## src/vcm_spindle_defines.vh

```
/*
 * Shared constants for the actuator and spindle control logic: register
 * offsets, field positions, reset values and timing counts.
 * Assumes inclusion by bare name from the design file.
 */
`ifndef VCM_SPINDLE_DEFINES_VH
`define VCM_SPINDLE_DEFINES_VH

`define OFS_PORT_A 8'h00
`define OFS_PORT_C 8'h04
`define OFS_CTRL 8'h08
`define OFS_STATUS 8'h0C

`define PA_DAC_LSB 0
`define PA_DAC_MSB 7
`define PA_GAIN_A 8
`define PA_GAIN_B 9

`define PC_SOFT_SOFT_COMMUTATE_BIT 4
`define PC_START_SEL 5
`define PC_HALL_MODE 6
`define PC_AUX_INDEX 7
`define PC_UNIPOLAR 8
`define PC_BRAKE 9

`define CT_VCM_DISABLE 0
`define CT_SLEEP 1
`define CT_VCM_IN_START 2

`define PORT_A_RESET 10'h080
`define PORT_C_RESET 10'h020
`define CTRL_RESET 3'h0

`define RETRACT_TIME_NS 6000000
`define CLK_PERIOD_NS 40
`define RETRACT_CYCLES (`RETRACT_TIME_NS / `CLK_PERIOD_NS)

`endif

```

## src/vcm_spindle_drive_control.v

```verilog
/*
 * Digital control for the voice-coil current command, fault retract,
 * spindle braking and spindle commutation, with an AHB-Lite register slave.
 * Assumes one clock, synchronous inputs and a single AHB-Lite master.
 */
`timescale 1ns/10ps
`include "vcm_spindle_defines.vh"

// Summary of operation
// - Port A bits 0-7 hold the 8-bit coil current code.
// - Port A bits 8 and 9 pick one of four gain ranges.
// - Gain codes 00/01/10/11 give 0.250/0.333/0.500/1.000, one switch max.
// - Code is offset binary: FF positive full scale, 00 negative.
// - Start mode sends the code to spindle start; run mode to the coil.
// - Any fault disables all voice-coil drivers except the coil B low side.
// - Coil output disable and sleep mode, sleep only after retract.
// - Voltage monitor fault enters retract mode.
// - Retract first resets control logic and disables bias and outputs.
// - Retract holds coil B low side on, B high side and coil A off.
// - Retract finally enables the retract output driver.
// - Unipolar mode drops spindle high sides and drives center-tap control; with brake also set, the code turns all high sides on.
// - Any fault disables all spindle drivers.
// - Braking turns spindle low sides off and high sides on.
// - A port C bit chooses Hall or back-EMF commutation.
// - Hall mode takes the state from three Hall inputs, no host needed.
// - With DAC starting the spindle, coil driver stays off during start unless control bit 2 is set.
// - In back-EMF mode, each 1-to-0 change of port C bit 4 advances one state.
// - Back-EMF run mode advances on either edge of the phase signal.
// - The phase signal toggles on reference crossings with hysteresis.
// - Port C bit 5: 1 is start mode, 0 is run mode.
// - Power-on-reset line low counts as fault and starts retract.
module vcm_spindle_drive_control #(
  parameter RETRACT_CYCLES = `RETRACT_CYCLES
) (
  input wire sys_clk,
  input wire nrst,
  input wire clk_en,
  input wire hsel,
  input wire [31:0] haddr,
  input wire [1:0] htrans,
  input wire hwrite,
  input wire [2:0] hsize,
  input wire [31:0] hwdata,
  input wire hready,
  output wire hreadyout,
  output wire hresp,
  output reg [31:0] hrdata,
  input wire power_on_reset_n,
  input wire hall_in_u,
  input wire hall_in_v,
  input wire hall_in_w,
  input wire aux_index_input,
  input wire phase_above_hi,
  input wire phase_below_lo,
  output reg [7:0] coil_dac_code,
  output reg [7:0] spindle_start_code,
  output reg [2:0] gain_switch,
  output reg coil_out_a_hi,
  output reg coil_out_a_lo,
  output reg coil_out_b_hi,
  output reg coil_out_b_lo,
  output reg retract_output,
  output reg bias_enable,
  output reg sleep_mode,
  output reg [2:0] spin_high,
  output reg [2:0] low_side_driver,
  output reg center_tap_control,
  output reg center_tap_control_oe,
  output reg phase_cross_signal
);

  localparam ST_RUN = 3'b001;
  localparam ST_RETRACT = 3'b010;
  localparam ST_PARKED = 3'b100;

  reg [9:0] port_a;
  reg [9:0] port_c;
  reg [2:0] ctrl;
  reg [2:0] state;
  reg [2:0] next_state;
  reg [31:0] retract_count;
  reg [2:0] soft_commutate_bit_step;
  reg soft_commutate_bit_prev;
  reg aux_prev;
  reg phase_prev;
  reg ph_valid;
  reg ap_write;
  reg [7:0] ap_addr;
  reg [2:0] next_soft_commutate_bit_step;
  reg [2:0] next_ctrl;
  reg [31:0] next_rdata;
  reg next_phase;
  reg [3:0] next_coil;
  reg [5:0] next_spin;
  wire fault;
  wire retracting;
  wire start_mode;
  wire hall_mode;
  wire advance;
  wire [2:0] hall_step;
  wire addr_phase;
  wire ctrl_write;
  wire in_retract;
  wire parked;
  wire [5:0] drive_word;

  // Six-state inverter table: high side phase and low side phase
  function [5:0] step_drive;
    input [2:0] st;
    begin
      case (st)
        3'h0: step_drive = 6'b001_010;
        3'h1: step_drive = 6'b001_100;
        3'h2: step_drive = 6'b010_100;
        3'h3: step_drive = 6'b010_001;
        3'h4: step_drive = 6'b100_001;
        3'h5: step_drive = 6'b100_010;
        default: step_drive = 6'b000_000;
      endcase
    end
  endfunction

  function [2:0] hall_decode;
    input [2:0] h;
    begin
      case (h)
        3'b001: hall_decode = 3'h0;
        3'b011: hall_decode = 3'h1;
        3'b010: hall_decode = 3'h2;
        3'b110: hall_decode = 3'h3;
        3'b100: hall_decode = 3'h4;
        3'b101: hall_decode = 3'h5;
        default: hall_decode = 3'h7;
      endcase
    end
  endfunction

  assign fault = ~power_on_reset_n;
  assign retracting = fault | (state != ST_RUN);
  assign start_mode = port_c[`PC_START_SEL];
  assign hall_mode = port_c[`PC_HALL_MODE];
  assign hall_step = hall_decode({hall_in_w, hall_in_v, hall_in_u});
  // Zero wait states: every access completes in its data phase
  assign hreadyout = 1'b1;
  assign hresp = 1'b0;
  assign addr_phase = hsel & hready & htrans[1];
  assign ctrl_write = ap_write & (ap_addr == `OFS_CTRL);
  assign in_retract = (state == ST_RETRACT);
  assign parked = (state == ST_PARKED);
  assign drive_word = step_drive(soft_commutate_bit_step);

  // Back-EMF advance sources: soft bit, aux pulse in start, phase in run
  assign advance = ~hall_mode & (
    (soft_commutate_bit_prev & ~port_c[`PC_SOFT_SOFT_COMMUTATE_BIT]) |
    (start_mode & port_c[`PC_AUX_INDEX] & aux_index_input & ~aux_prev) |
    (~start_mode & ph_valid & (phase_cross_signal != phase_prev)));

  always @* begin
    next_state = state;
    case (state)
      ST_RUN: if (fault) next_state = ST_RETRACT;
      ST_RETRACT: if (retract_count >= RETRACT_CYCLES - 1)
        next_state = ST_PARKED;
      ST_PARKED: if (!fault) next_state = ST_RUN;
      default: next_state = ST_RUN;
    endcase
  end

  // Hysteresis: a clear high sets, a clear low clears, both or neither holds
  always @* begin
    next_phase = phase_cross_signal;
    if (phase_above_hi & ~phase_below_lo)
      next_phase = 1'b1;
    else if (phase_below_lo & ~phase_above_hi)
      next_phase = 1'b0;
  end

  // Next inverter step; a fault parks the inverter at step 0
  always @* begin
    next_soft_commutate_bit_step = soft_commutate_bit_step;
    if (fault)
      next_soft_commutate_bit_step = 3'h0;
    else if (hall_mode) begin
      if (hall_step != 3'h7)
        next_soft_commutate_bit_step = hall_step;
    end else if (advance)
      next_soft_commutate_bit_step = (soft_commutate_bit_step == 3'h5) ? 3'h0 :
        soft_commutate_bit_step + 3'h1;
  end

  // Sleep request still taken once parked, else sleep could never be set
  always @* begin
    next_ctrl = `CTRL_RESET;
    if (parked)
      next_ctrl = ctrl_write ? hwdata[2:0] : ctrl;
  end

  // Read data for the access now in its address phase
  always @* begin
    next_rdata = 32'h0000_0000;
    case (haddr[7:0])
      `OFS_PORT_A: next_rdata = {22'h000000, port_a};
      `OFS_PORT_C: next_rdata = {22'h000000, port_c};
      `OFS_CTRL: next_rdata = {29'h00000000, ctrl};
      `OFS_STATUS: begin
        next_rdata[0] = hall_mode;
        next_rdata[1] = fault;
        next_rdata[2] = state[1];
        next_rdata[3] = state[2];
        next_rdata[6:4] = soft_commutate_bit_step;
        next_rdata[7] = phase_cross_signal;
      end
      default: next_rdata = 32'h0000_0000;
    endcase
  end

  // Bus access; ports A and C fall back to power-up values on a fault, ctrl keeps writes once parked
  always @(posedge sys_clk) begin
    if (!nrst) begin
      port_a <= `PORT_A_RESET;
      port_c <= `PORT_C_RESET;
      ctrl <= `CTRL_RESET;
      ap_write <= 1'b0;
      ap_addr <= 8'h00;
      hrdata <= 32'h0000_0000;
    end else if (clk_en) begin
      // Address phase is latched for the write in the data phase
      ap_write <= addr_phase & hwrite;
      ap_addr <= haddr[7:0];
      if (fault) begin
        port_a <= `PORT_A_RESET;
        port_c <= `PORT_C_RESET;
        ctrl <= next_ctrl;
      end else if (ap_write) begin
        case (ap_addr)
          `OFS_PORT_A: port_a <= hwdata[9:0];
          `OFS_PORT_C: port_c <= hwdata[9:0];
          `OFS_CTRL: ctrl <= hwdata[2:0];
          default: ;
        endcase
      end
      if (addr_phase & ~hwrite)
        hrdata <= next_rdata;
    end
  end

  // Retract sequencing: a fixed dwell in retract before parking
  always @(posedge sys_clk) begin
    if (!nrst) begin
      state <= ST_RUN;
      retract_count <= 32'h0000_0000;
    end else if (clk_en) begin
      state <= next_state;
      if (in_retract)
        retract_count <= retract_count + 32'h0000_0001;
      else
        retract_count <= 32'h0000_0000;
    end
  end

  // Edge history for the three advance sources
  always @(posedge sys_clk) begin
    if (!nrst) begin
      soft_commutate_bit_prev <= 1'b0;
      aux_prev <= 1'b0;
      phase_prev <= 1'b0;
      ph_valid <= 1'b0;
    end else if (clk_en) begin
      soft_commutate_bit_prev <= port_c[`PC_SOFT_SOFT_COMMUTATE_BIT];
      aux_prev <= aux_index_input;
      phase_prev <= phase_cross_signal;
      ph_valid <= 1'b1;
    end
  end

  // Phase comparator and inverter step
  always @(posedge sys_clk) begin
    if (!nrst) begin
      phase_cross_signal <= 1'b0;
      soft_commutate_bit_step <= 3'h0;
    end else if (clk_en) begin
      phase_cross_signal <= next_phase;
      soft_commutate_bit_step <= next_soft_commutate_bit_step;
    end
  end

  // Coil bridge gates {a_hi, a_lo, b_hi, b_lo}; retract wins over all
  always @* begin
    next_coil = 4'b0000;
    if (retracting)
      next_coil = 4'b0001;
    else if (ctrl[`CT_VCM_DISABLE] | sleep_mode |
        (start_mode & ~ctrl[`CT_VCM_IN_START]))
      next_coil = 4'b0000;
    // Drive direction follows the code's sign bit
    else if (port_a[`PA_DAC_MSB])
      next_coil = 4'b1001;
    else
      next_coil = 4'b0110;
  end

  // Spindle gates: brake shorts the windings through the high sides
  always @* begin
    next_spin = 6'b000_000;
    if (retracting)
      next_spin = 6'b000_000;
    else if (port_c[`PC_BRAKE])
      next_spin = 6'b111_000;
    // Unipolar: the external transistor feeds the center tap instead
    else if (port_c[`PC_UNIPOLAR])
      next_spin = {3'b000, drive_word[2:0]};
    else
      next_spin = drive_word;
  end

  // Converter code and gain range
  always @(posedge sys_clk) begin
    if (!nrst) begin
      coil_dac_code <= 8'h80;
      spindle_start_code <= 8'h00;
      gain_switch <= 3'b000;
    end else if (clk_en) begin
      // Offset binary code passes straight to the converter
      coil_dac_code <= start_mode ? 8'h80 : port_a[7:0];
      spindle_start_code <= start_mode ? port_a[7:0] : 8'h00;
      case ({port_a[`PA_GAIN_A], port_a[`PA_GAIN_B]})
        2'b00: gain_switch <= 3'b000;
        2'b01: gain_switch <= 3'b001;
        2'b10: gain_switch <= 3'b010;
        default: gain_switch <= 3'b100;
      endcase
    end
  end

  // Bridge, retract driver, bias and sleep
  always @(posedge sys_clk) begin
    if (!nrst) begin
      coil_out_a_hi <= 1'b0;
      coil_out_a_lo <= 1'b0;
      coil_out_b_hi <= 1'b0;
      coil_out_b_lo <= 1'b0;
      retract_output <= 1'b0;
      bias_enable <= 1'b0;
      sleep_mode <= 1'b0;
    end else if (clk_en) begin
      coil_out_a_hi <= next_coil[3];
      coil_out_a_lo <= next_coil[2];
      coil_out_b_hi <= next_coil[1];
      coil_out_b_lo <= next_coil[0];
      retract_output <= retracting & in_retract;
      bias_enable <= ~retracting;
      sleep_mode <= parked & ctrl[`CT_SLEEP];
    end
  end

  // Spindle gates and the open-drain center-tap pull
  always @(posedge sys_clk) begin
    if (!nrst) begin
      spin_high <= 3'b000;
      low_side_driver <= 3'b000;
      center_tap_control <= 1'b0;
      center_tap_control_oe <= 1'b0;
    end else if (clk_en) begin
      spin_high <= next_spin[5:3];
      low_side_driver <= next_spin[2:0];
      // Open drain: only ever pulls low, released outside unipolar
      center_tap_control <= 1'b0;
      center_tap_control_oe <= ~retracting & port_c[`PC_UNIPOLAR];
    end
  end

endmodule // vcm_spindle_drive_control

```

## config.mk

```make
export PLATFORM = sky130hd
export DESIGN_NAME = vcm_spindle_drive_control
export DESIGN_NICKNAME = d
export VERILOG_FILES = /design/src/vcm_spindle_drive_control.v
export VERILOG_INCLUDE_DIRS = /design/src
export SDC_FILE = /design/constraint.sdc
export NUM_CORES = 1
export LEC_CHECK = 0
export ABC_CLOCK_PERIOD_IN_PS = 4700
export BUFFER_PORTS_ARGS = -buffer_cell sky130_fd_sc_hd__buf_2
export CELL_PAD_IN_SITES_DETAIL_PLACEMENT = 1
export CELL_PAD_IN_SITES_GLOBAL_PLACEMENT = 2
export CORE_MARGIN = 8
export CORE_UTILIZATION = 34
export CTS_CLUSTER_DIAMETER = 50
export DETAILED_ROUTE_END_ITERATION = 7
export PLACE_DENSITY_LB_ADDON = 0.1
export SYNTH_ARGS = -nofsm -noshare
export SYNTH_HDL_FRONTEND = slang
export SYNTH_SLANG_ARGS = --single-unit
```

## constraint.sdc

```tcl
create_clock -name sys_clk -period 4.7 [get_ports sys_clk]
set_clock_uncertainty 0.05 [all_clocks]
set_input_delay 0.235 -clock sys_clk [delete_from_list [all_inputs] [get_ports sys_clk]]
set_output_delay 0.235 -clock sys_clk [all_outputs]
set_load 0.01 [all_outputs]
```

# ---- After elaboration in Yosys (flattened, before gate mapping)
# Index checks and enable logic that the tools add are counted.
dict set report op_classes {
  n_shift 0
  magnitude_cmp 1
  multipliers 0
  bitwise 33
  n_mux 36
  n_eq_ne 34
  reduce_logical 12
  div_mod_pow 0
  addsub 2
}
# cell count
set ops {}
lappend ops {{$mux W10} 6}
lappend ops {{$mux W3} 13}
lappend ops {{$pmux W6 S6} 1}
lappend ops {{$add A32 B1 Y32 const B} 1}
lappend ops {{$ge A32 B18 Y1 const B} 1}
lappend ops {{$mux W32} 1}
lappend ops {{$pmux W8 S4} 1}
lappend ops {{$eq A8 B4 Y1 const B} 3}
lappend ops {{$and A1 B1 Y1} 18}
lappend ops {{$eq A3 B3 Y1 const B} 6}
lappend ops {{$mux W6} 3}
lappend ops {{$pmux W3 S3} 2}
lappend ops {{$pmux W3 S6} 1}
lappend ops {{$eq A8 B3 Y1 const B} 2}
lappend ops {{$logic_not A8 Y1} 2}
lappend ops {{$mux W8} 2}
lappend ops {{$eq A3 B2 Y1 const B} 5}
lappend ops {{$mux W4} 3}
lappend ops {{$ne A2 B1 Y1 const B} 5}
lappend ops {{$not A1 Y1} 10}
lappend ops {{$eq A3 B1 Y1 const B} 3}
lappend ops {{$reduce_and A3 Y1} 3}
lappend ops {{$reduce_and A4 Y1} 2}
lappend ops {{$ne A3 B1 Y1 const B} 2}
lappend ops {{14 further kinds} 22}
dict set report word_totals {
  mem_count 0
  mem_bits_ro 0
  ram_bits 0
  latchBits 0
  reg_bits 140
}

# ---- Depth between registers and ports, before layout
dict set report logic_depth {
  word_depth 9
  depth_mapped 6
  depth_no_buf 6
}

# ---- Worst setup path before layout
# Ideal clock, no wire load.
dict set report synth_timing {
  path_kind {register -> register}
  from {register retract_count[0]}
  to {register state[2]}
  synth_period_minus_slack_ps 1717
  path_buffers 0
  stages_incl_launch_ff 7
  arrival_ps 1580
  setup_slack_ps 2983
  path_cell_list {dfxtp_1 -> ha_1 -> a31oi_1 -> or4_1 -> a211oi_2 -> o211ai_1 -> o31ai_1}
}
dict set report synth_between {
  elab_chain_len 3
}
# item line_no
set synth_lines {}
lappend synth_lines {{from (decl)} vcm_spindle_drive_control.v:81} ;# reg [31:0] retract_count;
lappend synth_lines {{from (signal assigned)} vcm_spindle_drive_control.v:255} ;# retract_count <= retract_count + 32'h0000_0001;
lappend synth_lines {{$ge A32 B18 Y1} vcm_spindle_drive_control.v:162} ;# ST_RETRACT: if (retract_count >= RETRACT_CYCLES - 1)
lappend synth_lines {{$ne A2 B1 Y1 (no source line)} -}
lappend synth_lines {{$reduce_and A4 Y1 (no source line)} -}
lappend synth_lines {{to (signal assigned)} vcm_spindle_drive_control.v:253} ;# state <= next_state;
lappend synth_lines {{to (decl)} vcm_spindle_drive_control.v:79} ;# reg [2:0] state;
# Every way passes these cells.
# A chain may end at the register's enable or synchronous reset.

# ---- Worst setup path in the final report
dict set report layout_timing {
  from {register state[1]}
  to {register retract_count[31]}
}
dict set report layout_between {
  elab_chain_len 2
}
# item line_no
set layout_lines {}
lappend layout_lines {{$eq A3 B2 Y1} vcm_spindle_drive_control.v:148} ;# assign in_retract = (state == ST_RETRACT);
lappend layout_lines {{$mux W32} vcm_spindle_drive_control.v:254} ;# if (in_retract)
# Every way passes these cells.

==> qor.yml <==
outcome:
  outcome: "finished clean"
synthesis:
  synth_top_flop_cell: "dfxtp_1"
  yosysUniqueCellTypes: 68
  synth.mux.area_fraction_pct: 7.227
  synthXorXnorAreaFrac_pct: 5.044
  yosysTopAreaCellShare_pct: 40.87
  synthesis.area_um2: 5730
  async_flop_share_pct: 0
  synthSimpleGateAreaFrac_pct: 26.24
  yosysWarnings: 0
  synth.yosys.seq_area_share_pct: 40.87
  syn_avg_cell_area_um2: 8.871
  synth_compound_gate_area_share_pct: 11.66
  synth_top_cell_by_area: "dfxtp_1"
  synth_top_family_by_area: "simple AND/OR/NAND/NOR gates"
  syn_inst: 646
  ys_ff_latch: 117
  ys_top_cells_by_area: "dfxtp_1 41%, mux2i_1 5.1%, xor2_1 4.0%"
  synth_edf_count: 0
  synthAdderAreaFrac_pct: 0.4367
cts:
  clockRootBuffer: "clkbuf_16"
  htree_levels: 4
  worstSkewPairLatency_ns: 0.42
  cts_resized: 0
  cts_buffers: 17
  ctsHoldBuffers: 0
  cts_setup_buffers: 0
  cts_tree: "built"
  clkTransAtPathRegs_ns: 0.05
  clock_sinks: 117
  cts_buffer_depth: 2
sta:
  drv_slew: 0
  slew-limit-headroom_pct: 21.55
  post-route-period-util_pct: 48.10
  hold_violations: 0
  setup_viol: 0
  fmax_mhz: 442.3
  rsz0062_at_grt: "false"
  worst_pin_slew_ns: 1.174
  min_period_ns: 2.261
  tns_ns: 0
global_routing:
  grt_usage_pct: 15.13
  gr-total-overflow: 0
  grt_pass1_wl_mm: 25.82
  grt_start_max_net_pins: 100
  antenna_found_initial: 0
  grt_pass1_vias: 5000
routing:
  drtIter0Drc: 166
  drt-total-wl_mm: 15.59
  via_count: 4646
  dr.pass1.iters: 4
  route.detailed.drc: 0
  wl_per_cell_um: 16.76
  ant_nets: 0
  drt-vias-per-instance: 4.996
critical_path:
  cpLargestDelayFamily: "simple AND/OR/NAND/NOR gates"
  cp-end-kind: "flop"
  cp.buffers_inverters: 0
  r2r_cells: 5
  regToRegSetupSlack_ns: 2.44
  critPathKind: "flop to flop"
  rr_endpoint: "retract_count[31]"
  r2r-start: "state[1]"
  arrival_ns: 2.57
  cp_max_fo: 34
  required_ns: 5.01
  slowest_delay_ns: 0.70
  critPathSlowestCell: "nand2_1"
  crit_chain: "nand2b_1 > o21ai_1 > nand2_1 > a311oi_1 > a41o_1"
  start_kind: "flop"
finish:
  multi_input_area_um2: 2994
  antennaDiodeCount: 0
  fillers: 1985
  areaGrowthSynthToFinish_pct: 15.37
  drive_gt1_share_pct: 17.46
  register_area_um2: 2342
  post-route-util_pct: 40.01
  layout.nets: 784
die:
  start_util_pct: 34.68
  ios: 151
  die_width_um: 145.8
  coreArea_um2: 16520
  row_count: 47
  die_area_um2: 21260
  die_h_um: 145.8
worst_hold_path:
  hold_depth: 3
  min_to: "ctrl[0]"
  hold_start: "hwdata[0]"
  hold_path.class: "input pin to flop"
pwr:
  vdd_drop_max_uv: 259.7
  power_density_nw_per_um2: 357.2
  power_mw: 2.362
  cellLeakagePower_nw: 2.628
run:
  cap_viol_max_count: 0
place:
  dp_hpwl_mm: 10.96
  gp_congestion: 0.7118
  numPortBuffers: 75
[power breakdown]
| part | total (mW) | leakage [nW] | internal, mW | switching (mW) |
|---|---|---|---|---|
| clock network | 1.17 | 0.267 | 0.728 | 0.439 |
| logic | 0.161 | 1.41 | 0.0628 | 0.0986 |
| registers | 1.03 | 0.948 | 1.01 | 0.0210 |
| total | 2.36 | 2.63 | 1.80 | 0.558 |
[registers in the layout, indices dropped and copies added, names as in the netlist, 8 cells and up]
signal	cells
retract_count	32
port_a	10
port_c	10
spindle_start_code	8
ap_addr	8
coil_dac_code	8
hrdata	10
[kinds of logic (layout without fill, tap and decap cells)]
logic type / count (synthesis) / after routing
xor+xnor: 33 / 33
buf+inv: 86 / 127
compound gates: 94 / 94
mux: 37 / 37
flops: 117 / 117
fa+ha+maj: 2 / 2
simple gates: 275 / 275
other cells: 2 / 25
[worst register-to-register path, cell delays in order (launching register included)]
cell and delay [ns]:
dfxtp_1 0.48, nand2b_1 0.14, o21ai_1 0.17, nand2_1 0.70
a311oi_1 0.50, a41o_1 0.15
[layout make-up]
type / count / area share (%)
Clock buffer: 24 / 7.589
Sequential cell: 117 / 35.43
Timing Repair Buffer: 78 / 6.018
Multi-Input combinational cell: 466 / 45.29
Clock inverter: 5 / 0.3785
Tap cell: 220 / 4.164
Inverter: 20 / 1.136
[worst max path at each step]
stage                           from                end  slack, ns  depth (start not counted)
detailed placement            clk_en  retract_count[28]       1.98                          6
finish                      state[1]  retract_count[31]       2.44                          5
global placement              clk_en  retract_count[26]       1.99                          6
floorplan           retract_count[0]           state[2]       2.98                          6
CTS                         state[1]  retract_count[31]       2.35                          5
global route                state[1]  retract_count[31]       2.06                          5
[per-stage QoR]
stage,setup WS (ns),cell area [um^2],hold slack (ns),std cells
after global placement,1.990,6085,0.3796,901
after floorplan,2.983,5817,0.3355,669
after global routing,2.065,6611,0.05515,930
after detailed placement,1.976,6085,0.3934,901
after CTS,2.354,6611,0.03344,930
final,2.439,6611,0.05329,930
[synth_stat cells, types with 12 or more instances]
cell type,number
o21ai_0,13
nand4_1,16
nand3_1,37
and2_1,24
nor2_1,48
nand2_1,48
a21boi_0,12
inv_1,19
mux2i_1,29
xor2_1,26
buf_4,27
o21ai_1,12
nand2b_1,18
nor2b_1,35
dfxtp_1,117
clkbuf_1,20
[cell usage in the layout (no fill, tap or decap), drive strengths merged, types with 7 or more instances in the layout]
cell type  synthesis  final
nor3               7      7
a21boi            19     19
nor2b             35     35
xor2              26     26
a21oi              9      9
nand4             16     16
nand2b            18     18
clkbuf            23     24
o21ai             26     26
nor2              48     48
and3               8      8
mux2i             29     29
nand3             37     37
and2              24     24
buf               42     78
nor4               7      7
inv               20     20
conb               2     25
dfxtp            117    117
nand2             48     48
a22oi              8      8
xnor2              7      7
o22ai             11     11
[per-layer routing]
| layer | vias to the layer above | wire length (um) | track usage, % |
|---|---|---|---|
| li1 | 2285 | - | - |
| met1 | 2280 | 6597 | 16.10 |
| met2 | 68 | 8227 | 27.49 |
| met3 | 13 | 592 | 4.602 |
| met4 | 0 | 173 | 5.726 |
| met5 | - | 0 | 0 |
Power figures use the tool's default switching activity.
